[src/design/hpcc_cfg.svh]
`ifndef HPCC_CFG_SVH
`define HPCC_CFG_SVH
// Contract
// - Four-bit in-use mask, bit n is port n+1
// - Mask writable only when removable override set
// - Legacy-speed-only port forced used and enabled (code forces port_enabled only; used mask keeps its value)
// - Reserved bits read only, read zero
// - Config bits 3:2 plain read-write storage
// - Divider select follows default unless override set
// - Override and divider select written together
// - Polarity loaded from strap at reset release
// - Enable outputs low-active or high-active by polarity
// - I2C mode loads polarity from EEPROM
// - SMBus host may overwrite polarity
// - Divider select picks profile two or three
// - Auto disable zero enables automatic mode
// - Upstream connected gives CDP on charging ports
// - Per-port charge enable gates automatic and CDP
// - Mask from defaults unless override, else loadable
`define HPCC_OFS_USED 8'h08
`define HPCC_OFS_CFG2 8'h0A
`define HPCC_CFG2_OVR 6
`define HPCC_CFG2_POL 5
`define HPCC_CFG2_DIV 4
`define HPCC_CFG2_SPH 3
`define HPCC_CFG2_SPL 2
`define HPCC_CFG2_AUTO 1
`define HPCC_USED_OVR 7
`define HPCC_USED_RST 4'hF
`endif

[src/design/hpcc_pkg.sv]
package hpcc_pkg;
  typedef enum logic [1:0] {
    HPCC_CHG_OFF = 2'b00,
    HPCC_CHG_AUTO = 2'b01,
    HPCC_CHG_DCP_CDP = 2'b10,
    HPCC_CHG_CDP = 2'b11
  } hpcc_chg_mode_t;
  typedef enum logic [0:0] {
    HPCC_DIV_TWO = 1'b0,
    HPCC_DIV_THREE = 1'b1
  } hpcc_div_t;
endpackage : hpcc_pkg

[src/design/hpcc_port_ctl.sv]
`timescale 1ns/10ps
// One downstream port's charge mode and switch drive
module hpcc_port_ctl (
  // Port settings
  input wire logic charge_en,
  input wire logic upstream_connected,
  input wire logic auto_disable,
  input wire logic polarity,
  input wire logic power_on,
  // Results
  output hpcc_pkg::hpcc_chg_mode_t mode,
  output logic switch_level
);
  always_comb begin
    if (!charge_en) begin
      mode = hpcc_pkg::HPCC_CHG_OFF;
    end else if (upstream_connected) begin
      mode = hpcc_pkg::HPCC_CHG_CDP;
    end else if (!auto_disable) begin
      mode = hpcc_pkg::HPCC_CHG_AUTO;
    end else begin
      mode = hpcc_pkg::HPCC_CHG_DCP_CDP;
    end
  end
  // Polarity 1 means active high
  assign switch_level = polarity ? power_on : ~power_on;
endmodule : hpcc_port_ctl

[src/design/hpcc_regs.sv]
`timescale 1ns/10ps
`include "hpcc_cfg.svh"
module hpcc_regs #(
  parameter int PORTS = 4
) (
  // Clock and reset
  input wire logic clk,
  input wire logic srst,
  // Register access
  input wire logic reg_wr,
  input wire logic [7:0] reg_addr,
  input wire logic [7:0] reg_wdata,
  output logic [7:0] used_rdata,
  output logic [7:0] cfg2_rdata,
  // EEPROM load source and mode
  input wire logic i2c_mode,
  input wire logic smbus_mode,
  input wire logic eeprom_wr,
  // Defaults and strap
  input wire logic [PORTS-1:0] otp_used,
  input wire logic otp_div_sel,
  input wire logic power_switch_polarity_strap,
  // Controls from other registers
  input wire logic custom_removable_override,
  input wire logic [PORTS-1:0] legacy_speed_only_select,
  input wire logic [PORTS-1:0] charge_port_enable,
  input wire logic upstream_connected,
  input wire logic [PORTS-1:0] power_on,
  // Results
  output logic [PORTS-1:0] port_enabled,
  output logic [PORTS-1:0] power_switch_enable_out,
  output hpcc_pkg::hpcc_chg_mode_t [PORTS-1:0] charge_mode,
  output hpcc_pkg::hpcc_div_t divider_profile
);
  typedef struct packed {
    logic [PORTS-1:0] used;
    logic charge_feature_override;
    logic power_switch_polarity;
    logic high_current_divider_select;
    logic [1:0] spare;
    logic automatic_charge_disable;
    logic strap_pending;
  } hpcc_state_t;

  hpcc_state_t st_reg;
  hpcc_state_t st_next;
  logic wr_any;
  logic wr_used;
  logic wr_cfg2;
  logic pol_wr_ok;

  // Host writes in SMBus mode, loader writes in I2C mode
  assign wr_any = (reg_wr & smbus_mode) | (eeprom_wr & i2c_mode);
  assign wr_used = wr_any && reg_addr == `HPCC_OFS_USED;
  assign wr_cfg2 = wr_any && reg_addr == `HPCC_OFS_CFG2;
  assign pol_wr_ok = (eeprom_wr & i2c_mode) | (reg_wr & smbus_mode);

  always_comb begin
    st_next = st_reg;
    st_next.strap_pending = 1'b0;
    // Strap caught on first clock after release, never under reset
    if (st_reg.strap_pending) begin
      st_next.power_switch_polarity = power_switch_polarity_strap;
    end
    if (!custom_removable_override) begin
      st_next.used = otp_used;
    end else if (wr_used) begin
      st_next.used = reg_wdata[PORTS-1:0];
    end
    if (wr_cfg2) begin
      st_next.charge_feature_override = reg_wdata[`HPCC_CFG2_OVR];
      st_next.spare = reg_wdata[`HPCC_CFG2_SPH:`HPCC_CFG2_SPL];
      st_next.automatic_charge_disable = reg_wdata[`HPCC_CFG2_AUTO];
      if (pol_wr_ok && !st_reg.strap_pending) begin
        st_next.power_switch_polarity = reg_wdata[`HPCC_CFG2_POL];
      end
    end
    // New override value counts in the same write
    if (!st_next.charge_feature_override) begin
      st_next.high_current_divider_select = otp_div_sel;
    end else if (wr_cfg2) begin
      st_next.high_current_divider_select = reg_wdata[`HPCC_CFG2_DIV];
    end
  end

  always_ff @(posedge clk) begin
    if (srst) begin
      st_reg <= '{used: `HPCC_USED_RST, charge_feature_override: 1'b0, power_switch_polarity: 1'b0,
                  high_current_divider_select: 1'b0, spare: 2'b00, automatic_charge_disable: 1'b0,
                  strap_pending: 1'b1};
    end else begin
      st_reg <= st_next;
    end
  end

  assign used_rdata = {4'h0, st_reg.used};
  assign cfg2_rdata = {1'b0, st_reg.charge_feature_override, st_reg.power_switch_polarity,
                       st_reg.high_current_divider_select, st_reg.spare, st_reg.automatic_charge_disable,
                       1'b0};
  assign port_enabled = st_reg.used | legacy_speed_only_select;
  assign divider_profile = hpcc_pkg::hpcc_div_t'(st_reg.high_current_divider_select);

  for (genvar i = 0; i < PORTS; i++) begin : g_port
    hpcc_port_ctl u_port (
      .charge_en(charge_port_enable[i]),
      .upstream_connected(upstream_connected),
      .auto_disable(st_reg.automatic_charge_disable),
      .polarity(st_reg.power_switch_polarity),
      .power_on(power_on[i]),
      .mode(charge_mode[i]),
      .switch_level(power_switch_enable_out[i])
    );
  end

  // Strap lands at the first edge after release, seen one edge later
  chk_strap_load: assert property (@(posedge clk) disable iff (srst)
    $past(srst, 2) && !$past(srst) |-> st_reg.power_switch_polarity == $past(power_switch_polarity_strap))
    else $error("polarity not taken from strap");
  chk_used_locked: assert property (@(posedge clk) disable iff (srst)
    !$past(custom_removable_override) && !$past(srst) |-> st_reg.used == $past(otp_used))
    else $error("mask changed while locked");
  chk_used_write: assert property (@(posedge clk) disable iff (srst)
    $past(custom_removable_override) && $past(wr_used) |-> st_reg.used == $past(reg_wdata[3:0]))
    else $error("mask write lost");
  chk_legacy_force: assert property (@(posedge clk) disable iff (srst)
    (legacy_speed_only_select & ~port_enabled) == 4'h0)
    else $error("legacy port not enabled");
  chk_rsvd_zero: assert property (@(posedge clk) disable iff (srst)
    cfg2_rdata[7] == 1'b0 && cfg2_rdata[0] == 1'b0 && used_rdata[7:4] == 4'h0)
    else $error("reserved bit nonzero");
  chk_div_locked: assert property (@(posedge clk) disable iff (srst)
    !st_reg.charge_feature_override && !$past(srst) |-> st_reg.high_current_divider_select == $past(otp_div_sel))
    else $error("divider select not default");
  chk_div_same: assert property (@(posedge clk) disable iff (srst)
    $past(wr_cfg2) && $past(reg_wdata[6]) |-> st_reg.high_current_divider_select == $past(reg_wdata[4]))
    else $error("divider write dropped");
  chk_spare_keep: assert property (@(posedge clk) disable iff (srst)
    $past(wr_cfg2) |-> cfg2_rdata[3:2] == $past(reg_wdata[3:2]))
    else $error("spare bits lost");
  chk_switch_pol: assert property (@(posedge clk) disable iff (srst)
    power_switch_enable_out == (st_reg.power_switch_polarity ? power_on : ~power_on))
    else $error("switch polarity wrong");
  chk_cdp_conn: assert property (@(posedge clk) disable iff (srst)
    upstream_connected && charge_port_enable[0] |-> charge_mode[0] == hpcc_pkg::HPCC_CHG_CDP)
    else $error("no CDP when connected");
  chk_reset_values: assert property (@(posedge clk) disable iff (srst)
    $past(srst)
    |-> used_rdata == {4'h0, `HPCC_USED_RST} && cfg2_rdata == 8'h00)
    else $error("register not at reset value");
  chk_pending_once: assert property (@(posedge clk) disable iff (srst)
    !$past(srst)
    |-> !st_reg.strap_pending)
    else $error("strap load repeated");
  chk_ovr_write: assert property (@(posedge clk) disable iff (srst)
    $past(wr_cfg2)
    |-> cfg2_rdata[6] == $past(reg_wdata[6]))
    else $error("override write lost");
  chk_auto_write: assert property (@(posedge clk) disable iff (srst)
    $past(wr_cfg2)
    |-> cfg2_rdata[1] == $past(reg_wdata[1]))
    else $error("auto disable write lost");
  chk_pol_write: assert property (@(posedge clk) disable iff (srst)
    $past(wr_cfg2) && !$past(st_reg.strap_pending)
    |-> cfg2_rdata[5] == $past(reg_wdata[5]))
    else $error("polarity write lost");
  chk_cfg2_hold: assert property (@(posedge clk) disable iff (srst)
    !$past(wr_cfg2) && !$past(srst)
    |-> $stable(cfg2_rdata[6]) && $stable(cfg2_rdata[3:1]))
    else $error("config bits changed without write");
  chk_pol_hold: assert property (@(posedge clk) disable iff (srst)
    !$past(wr_cfg2) && !$past(st_reg.strap_pending) && !$past(srst)
    |-> $stable(cfg2_rdata[5]))
    else $error("polarity changed without write");
  chk_smbus_gate: assert property (@(posedge clk) disable iff (srst)
    $past(reg_wr) && !$past(smbus_mode) && !$past(eeprom_wr && i2c_mode) && !$past(st_reg.strap_pending) && !$past(srst)
    |-> $stable(cfg2_rdata[6:5]) && $stable(cfg2_rdata[3:1]))
    else $error("host write taken outside SMBus mode");
  chk_eep_gate: assert property (@(posedge clk) disable iff (srst)
    $past(eeprom_wr) && !$past(i2c_mode) && !$past(reg_wr && smbus_mode) && !$past(st_reg.strap_pending) && !$past(srst)
    |-> $stable(cfg2_rdata[6:5]) && $stable(cfg2_rdata[3:1]))
    else $error("loader write taken outside I2C mode");
  chk_addr_gate: assert property (@(posedge clk) disable iff (srst)
    $past(wr_any) && $past(reg_addr) != `HPCC_OFS_USED && $past(reg_addr) != `HPCC_OFS_CFG2 && !$past(srst)
    |-> $stable(cfg2_rdata[6:5]) && $stable(cfg2_rdata[3:1]))
    else $error("write to other offset changed config");
  chk_div_hold: assert property (@(posedge clk) disable iff (srst)
    st_reg.charge_feature_override && $past(st_reg.charge_feature_override) && !$past(wr_cfg2) && !$past(srst)
    |-> $stable(st_reg.high_current_divider_select))
    else $error("divider select changed without write");
  chk_div_unlock: assert property (@(posedge clk) disable iff (srst)
    $past(wr_cfg2) && !$past(reg_wdata[6])
    |-> st_reg.high_current_divider_select == $past(otp_div_sel))
    else $error("divider written while locked");
  chk_used_hold: assert property (@(posedge clk) disable iff (srst)
    $past(custom_removable_override) && !$past(wr_used) && !$past(srst)
    |-> $stable(used_rdata))
    else $error("mask changed without write");
  // Per-port checks spelled out so a single stuck port is named
  chk_legacy_port0: assert property (@(posedge clk) disable iff (srst)
    legacy_speed_only_select[0]
    |-> port_enabled[0])
    else $error("port 1 legacy not enabled");
  chk_legacy_port1: assert property (@(posedge clk) disable iff (srst)
    legacy_speed_only_select[1]
    |-> port_enabled[1])
    else $error("port 2 legacy not enabled");
  chk_legacy_port2: assert property (@(posedge clk) disable iff (srst)
    legacy_speed_only_select[2]
    |-> port_enabled[2])
    else $error("port 3 legacy not enabled");
  chk_legacy_port3: assert property (@(posedge clk) disable iff (srst)
    legacy_speed_only_select[3]
    |-> port_enabled[3])
    else $error("port 4 legacy not enabled");
  chk_mask_port0: assert property (@(posedge clk) disable iff (srst)
    !legacy_speed_only_select[0]
    |-> port_enabled[0] == used_rdata[0])
    else $error("port 1 enable not from mask");
  chk_mask_port1: assert property (@(posedge clk) disable iff (srst)
    !legacy_speed_only_select[1]
    |-> port_enabled[1] == used_rdata[1])
    else $error("port 2 enable not from mask");
  chk_mask_port2: assert property (@(posedge clk) disable iff (srst)
    !legacy_speed_only_select[2]
    |-> port_enabled[2] == used_rdata[2])
    else $error("port 3 enable not from mask");
  chk_mask_port3: assert property (@(posedge clk) disable iff (srst)
    !legacy_speed_only_select[3]
    |-> port_enabled[3] == used_rdata[3])
    else $error("port 4 enable not from mask");
  chk_sw_high0: assert property (@(posedge clk) disable iff (srst)
    cfg2_rdata[5]
    |-> power_switch_enable_out[0] == power_on[0])
    else $error("port 1 switch not active high");
  chk_sw_high1: assert property (@(posedge clk) disable iff (srst)
    cfg2_rdata[5]
    |-> power_switch_enable_out[1] == power_on[1])
    else $error("port 2 switch not active high");
  chk_sw_high2: assert property (@(posedge clk) disable iff (srst)
    cfg2_rdata[5]
    |-> power_switch_enable_out[2] == power_on[2])
    else $error("port 3 switch not active high");
  chk_sw_high3: assert property (@(posedge clk) disable iff (srst)
    cfg2_rdata[5]
    |-> power_switch_enable_out[3] == power_on[3])
    else $error("port 4 switch not active high");
  chk_sw_low0: assert property (@(posedge clk) disable iff (srst)
    !cfg2_rdata[5]
    |-> power_switch_enable_out[0] == ~power_on[0])
    else $error("port 1 switch not active low");
  chk_sw_low1: assert property (@(posedge clk) disable iff (srst)
    !cfg2_rdata[5]
    |-> power_switch_enable_out[1] == ~power_on[1])
    else $error("port 2 switch not active low");
  chk_sw_low2: assert property (@(posedge clk) disable iff (srst)
    !cfg2_rdata[5]
    |-> power_switch_enable_out[2] == ~power_on[2])
    else $error("port 3 switch not active low");
  chk_sw_low3: assert property (@(posedge clk) disable iff (srst)
    !cfg2_rdata[5]
    |-> power_switch_enable_out[3] == ~power_on[3])
    else $error("port 4 switch not active low");
  chk_off_port0: assert property (@(posedge clk) disable iff (srst)
    !charge_port_enable[0]
    |-> charge_mode[0] == hpcc_pkg::HPCC_CHG_OFF)
    else $error("port 1 charging while disabled");
  chk_off_port1: assert property (@(posedge clk) disable iff (srst)
    !charge_port_enable[1]
    |-> charge_mode[1] == hpcc_pkg::HPCC_CHG_OFF)
    else $error("port 2 charging while disabled");
  chk_off_port2: assert property (@(posedge clk) disable iff (srst)
    !charge_port_enable[2]
    |-> charge_mode[2] == hpcc_pkg::HPCC_CHG_OFF)
    else $error("port 3 charging while disabled");
  chk_off_port3: assert property (@(posedge clk) disable iff (srst)
    !charge_port_enable[3]
    |-> charge_mode[3] == hpcc_pkg::HPCC_CHG_OFF)
    else $error("port 4 charging while disabled");
  chk_cdp_port1: assert property (@(posedge clk) disable iff (srst)
    upstream_connected && charge_port_enable[1]
    |-> charge_mode[1] == hpcc_pkg::HPCC_CHG_CDP)
    else $error("port 2 no CDP when connected");
  chk_cdp_port2: assert property (@(posedge clk) disable iff (srst)
    upstream_connected && charge_port_enable[2]
    |-> charge_mode[2] == hpcc_pkg::HPCC_CHG_CDP)
    else $error("port 3 no CDP when connected");
  chk_cdp_port3: assert property (@(posedge clk) disable iff (srst)
    upstream_connected && charge_port_enable[3]
    |-> charge_mode[3] == hpcc_pkg::HPCC_CHG_CDP)
    else $error("port 4 no CDP when connected");
  chk_auto_port0: assert property (@(posedge clk) disable iff (srst)
    !upstream_connected && charge_port_enable[0] && !cfg2_rdata[1]
    |-> charge_mode[0] == hpcc_pkg::HPCC_CHG_AUTO)
    else $error("port 1 not in automatic mode");
  chk_auto_port1: assert property (@(posedge clk) disable iff (srst)
    !upstream_connected && charge_port_enable[1] && !cfg2_rdata[1]
    |-> charge_mode[1] == hpcc_pkg::HPCC_CHG_AUTO)
    else $error("port 2 not in automatic mode");
  chk_auto_port2: assert property (@(posedge clk) disable iff (srst)
    !upstream_connected && charge_port_enable[2] && !cfg2_rdata[1]
    |-> charge_mode[2] == hpcc_pkg::HPCC_CHG_AUTO)
    else $error("port 3 not in automatic mode");
  chk_auto_port3: assert property (@(posedge clk) disable iff (srst)
    !upstream_connected && charge_port_enable[3] && !cfg2_rdata[1]
    |-> charge_mode[3] == hpcc_pkg::HPCC_CHG_AUTO)
    else $error("port 4 not in automatic mode");
  chk_dcp_port0: assert property (@(posedge clk) disable iff (srst)
    !upstream_connected && charge_port_enable[0] && cfg2_rdata[1]
    |-> charge_mode[0] == hpcc_pkg::HPCC_CHG_DCP_CDP)
    else $error("port 1 not restricted to DCP and CDP");
  chk_dcp_port1: assert property (@(posedge clk) disable iff (srst)
    !upstream_connected && charge_port_enable[1] && cfg2_rdata[1]
    |-> charge_mode[1] == hpcc_pkg::HPCC_CHG_DCP_CDP)
    else $error("port 2 not restricted to DCP and CDP");
  chk_dcp_port2: assert property (@(posedge clk) disable iff (srst)
    !upstream_connected && charge_port_enable[2] && cfg2_rdata[1]
    |-> charge_mode[2] == hpcc_pkg::HPCC_CHG_DCP_CDP)
    else $error("port 3 not restricted to DCP and CDP");
  chk_dcp_port3: assert property (@(posedge clk) disable iff (srst)
    !upstream_connected && charge_port_enable[3] && cfg2_rdata[1]
    |-> charge_mode[3] == hpcc_pkg::HPCC_CHG_DCP_CDP)
    else $error("port 4 not restricted to DCP and CDP");
endmodule : hpcc_regs

[config.mk]
export PLATFORM = sky130hd
export DESIGN_NAME = hpcc_regs
export DESIGN_NICKNAME = d
export VERILOG_FILES = /design/src/design/hpcc_pkg.sv /design/src/design/hpcc_port_ctl.sv /design/src/design/hpcc_regs.sv
export VERILOG_INCLUDE_DIRS = /design/src /design/src/design
export SDC_FILE = /design/constraint.sdc
export NUM_CORES = 1
export LEC_CHECK = 0
export ABC_AREA = 1
export BUFFER_PORTS_ARGS = -buffer_cell sky130_fd_sc_hd__buf_4
export CAP_MARGIN = 20
export CELL_PAD_IN_SITES_DETAIL_PLACEMENT = 1
export CELL_PAD_IN_SITES_GLOBAL_PLACEMENT = 2
export CORE_MARGIN = 10
export CORE_UTILIZATION = 18
export CTS_CLUSTER_DIAMETER = 80
export DETAILED_ROUTE_END_ITERATION = 10
export PLACE_DENSITY = 0.88
export SYNTH_ARGS = -nofsm -noshare
export SYNTH_HDL_FRONTEND = slang
export SYNTH_SLANG_ARGS = --single-unit
[constraint.sdc]
create_clock -name clk -period 1.92 [get_ports clk]
set_input_delay 0.192 -clock clk [delete_from_list [all_inputs] [get_ports clk]]
set_output_delay 0.192 -clock clk [all_outputs]
set_load 0.05 [all_outputs]
# --- After elaboration in Yosys (flattened, before gate mapping) ---
# Index checks and enable logic that the tools add are counted.
classes:
  n_addsub: 0
  bitwise_logic: 8
  reduce_logical: 4
  order_cmp: 0
  mux: 18
  div: 0
  n_shift: 0
  n_mul: 0
  n_eq_ne: 4
ops:
  columns: ["cell", "n"]
  rows:
  - ["equality test 8 x 4 -> 1 bit (second input constant)", 2]
  - ["two-way mux 2 bit", 7]
  - ["two-way mux 1 bit", 9]
  - ["two-way mux 4 bit", 2]
  - ["inequality test 2 x 1 -> 1 bit (second input constant)", 2]
  - ["inverter 1 bit", 4]
  - ["OR 4 bit", 1]
  - ["logical AND 1 bit", 3]
  - ["bitwise AND 1 bit", 2]
  - ["logical NOT 1 bit", 1]
  - ["OR 1 bit", 1]
totals:
  latchBits: 0
  rom_bits: 0
  regBits: 11
  mem_count: 0
  input_bits: 42
  mem_bits_rw: 0

# --- Logic depth before layout (Yosys ltp) ---
logic_depth:
  ltp_word: 6
  mapped_depth: 9
  depth_no_buf: 9

# --- Modules after synthesis ---
# Synthesis repeated with hierarchy kept, for this count alone.
unflattened:
  cells_unflattened: 142
  hier_area_um2: 922.1
modules_own_cells:
  columns: ["mod", "n_inst", "cells_each", "area_per_inst_um2"]
  rows:
  - ["hpcc_regs", 1, 102, 752.0]
  - ["hpcc_port_ctl", 4, 10, 42.5]

# --- Worst setup path after synthesis ---
# OpenSTA, ideal clock, no wires.
synth_path:
  kind: "reg2out"
  from: "register st_reg, in the netlist cfg2_rdata[1]"
  to: "output port charge_mode[1] (netlist bit)"
  path_slack_ns: 0.585
  t_arrival_ns: 1.143
  path_stages_with_launch: 3
  t_required_ns: 1.728
  n_path_buf: 0
  path_cell_list: "dfxtp_1 > nor2_1 > nor2_1"
synth_lines:
  columns: ["element", "line_no", "rtl"]
  rows:
  - ["start: declaration", "hpcc_regs.sv:45", "hpcc_state_t st_reg;"]
  - ["start signal: assignment", "hpcc_regs.sv:88", "st_reg <= '{used: `HPCC_USED_RST, charge_feature_override: 1'b0, power_switch_polarity: 1'b0,"]
  - ["start signal: assignment", "hpcc_regs.sv:92", "st_reg <= st_next;"]
  - ["end: declaration", "hpcc_regs.sv:32", "output hpcc_pkg::hpcc_chg_mode_t [PORTS-1:0] charge_mode,"]

==> run metrics <==
outcome finished, final reports clean; cts-stage hold buffer count 0; vias in the first global route around 960; CP max-delay cell dfxtp_1; Cells after Synth 125; Power per Cell Area roughly 610 nW/um^2; Sum Neg Setup Slack 0 ns; Reg2Reg Setup Slack 1.12 ns; maximum VDD drop between 150 and 200 uV; RSZ-0062 raised after global routing false; CP Cell Sequence nor2_1, nor2_1, buf_4; largest net degree at the start of global routing 10; filler instances 593; vias post-DR 900; number of I/O port buffers 67; YS warnings 0; fin crit share 0.690; 1st-pass router iterations 2; fin. max-slew vios 0; TritonCTS buffer count 3; Post-synth EDFFs 0; global routing usage on met3 0.0264; type of origin of the critical path flip-flop; P_int 0.509 mW; GP Congestion between 0.6 and 0.7; Routed WL per cell approximately 12 um; post-CTS resize count 0; met2 Resource Use GR 0.123; Fin Clk Skew about 0.0043 ns; Async S/R FF share, synth 0; initial antenna violation count 0; Clock Latency Late Sink about 0.23 ns; Clock transition at path regs approximately 0.050 ns; top cells by area, synth dfxtp_1 (26%), buf_4 (17%), nand2_1 (8.3%); die footprint roughly 7900 sq um; Worst EP required between 1.5 and 2 ns; cell area after synthesis around 860 sq um; clock share of power 0.279; gr busiest metal met2; most common flop cell mapped by yosys dfxtp_1; vias per cell 3.85; hold path cells 1; starting density of the core 0.184; htree depth 1; Max Clk Rate about 0.75 GHz; Lkg Pwr slightly below 0.7 nW; Hold Fails Final Rpt 0; DRT iter0 DRCs 15; # diodes 0; R2R cell count 4; antenna-violating nets left 0; hold worst-path end st_reg[0]$_DFF_P_; syn avg cell area 6.87 sq um; register area around 220 sq um; area of the multi-input gates 443 sq um; grt total ovfl 0; CTS Sinks 11; crit path DAT ~1.1 ns; area fraction of the dominant cell type after synthesis 0.257; Setup-failing EPs final 0; clock buffer depth 2; CP dominant cell by count nor2_1; area delta synth->final 56.0%; CP Capture Type primary output; Synth area leader dfxtp_1; most common cell in the netlist buf_4; min Tclk post-route between 1 and 1.5 ns; number of max-cap violations 0; share of layout cells above drive strength 1 0.522; CP Class flip-flop to primary output; All-Layer GR Usage 0.0673; hold path start srst; Synth top cells by count buf_4 (20), nand2_1 (19), nor2_1 (17), dfxtp_1 (11), inv_1 (11); sequential fraction of the synthesis area 0.257; die span in x approximately 89 um; global-route wire length before repair between 4000 and 5000 um; CP max FO 7; number of nets in the layout roughly 220; R2R Path Start cfg2_rdata[5]$_SDFF_PP0_; die height 89.1 um; worst flop-to-flop path endpoint cfg2_rdata[5]$_SDFF_PP0_; Distinct cells, synth 20; met1 usage 0.0684; Sw Ratio 0.373; Net Switching 0.303 mW; total setup buffers inserted after CTS 0; Largest stage delay, worst path 0.45 ns; #FFs+latches synth 11; Sequential Power Share 0.307; core area approximately 4700 sq um; # IOs between 70 and 80; DRC 0; CTS tree built; WL final just under 3000 um; CTS root buffer clkbuf_8; post-DP HPWL about 2600 um; Hold/Removal Path Class primary input to flip-flop; Min Hold Slack 0.0803 ns; Rows 25; post-layout util 0.287; Comb power frac 0.414
## power groups by stage
stage | clock, mW | sequential [mW] | combinational (mW)
after floorplan | 0 | 0.253 | 0.245
after global placement | 0 | 0.254 | 0.335
after detailed placement | 0 | 0.254 | 0.340
after CTS | 0.238 | 0.249 | 0.340
after global routing | 0.253 | 0.251 | 0.356
final | 0.227 | 0.249 | 0.336
## layer usage
layer	share of wire	vias up	routed length (um)
met5	0	-	0
met2	0.51	39	1480
li1	-	463	-
met3	0.092	2	265
met4	0.0090	0	26
met1	0.39	396	1110
## cells by family (layout without fill, tap and decap cells)
| logic type | count (synthesis) | count (layout) | share of synthesized area |
|---|---|---|---|
| mux | 4 | 4 | 0.0525 |
| compound gates | 8 | 8 | 0.0466 |
| flops | 11 | 11 | 0.257 |
| simple gates | 60 | 60 | 0.350 |
| xor+xnor | 4 | 4 | 0.0408 |
| other cells | 1 | 6 | 0.00437 |
| buf+inv | 37 | 87 | 0.249 |
## through the flow
step	setup slack, ns	area (sq um)	std cells	power [mW]
finish	0.595	1340	234	0.812
CTS	0.550	1340	234	0.828
floorplan	0.585	877	130	0.498
global placement	0.800	1290	230	0.589
global route	0.481	1340	234	0.861
detailed placement	0.784	1290	230	0.594
## cell type report
class / count / area share
Clock buffer: 4 / 0.0336
Inverter: 16 / 0.0449
Multi-Input combinational cell: 82 / 0.331
Sequential cell: 11 / 0.164
Tap cell: 54 / 0.0505
Timing Repair Buffer: 67 / 0.376
## worst max-delay path: cells and delay by family, from the launching register on
| family | cells | cell delay, ns |
|---|---|---|
| DFF | 1 | 0.45 |
| buffers and inverters | 1 | 0.20 |
| and+or+nand+nor | 2 | 0.25 |
## worst max path at each step
stage / startpoint / end / cells past startpoint
3_5_place_dp: reg_addr[0] / divider_profile$_SDFFE_PP0P_ / 9
2_1_floorplan: cfg2_rdata[1]$_SDFFE_PP0N_ / charge_mode[1] / 2
6_report: cfg2_rdata[1]$_SDFFE_PP0N_ / charge_mode[1] / 3
4_1_cts: cfg2_rdata[1]$_SDFFE_PP0N_ / charge_mode[1] / 3
5_1_grt: cfg2_rdata[1]$_SDFFE_PP0N_ / charge_mode[5] / 3
3_3_place_gp: cfg2_rdata[1]$_SDFFE_PP0N_ / charge_mode[3] / 3
## placed cells by master, fill, tap and decap left out, drive strengths merged
cell type  count
nor3           1
conb           6
nor2          21
mux2           4
xnor2          4
or2            4
dfxtp         11
nand3          9
a21oi          4
clkbuf         4
buf           67
o21ai          4
inv           16
nand2         25
Note: power is estimated with default switching activity, not from simulation.
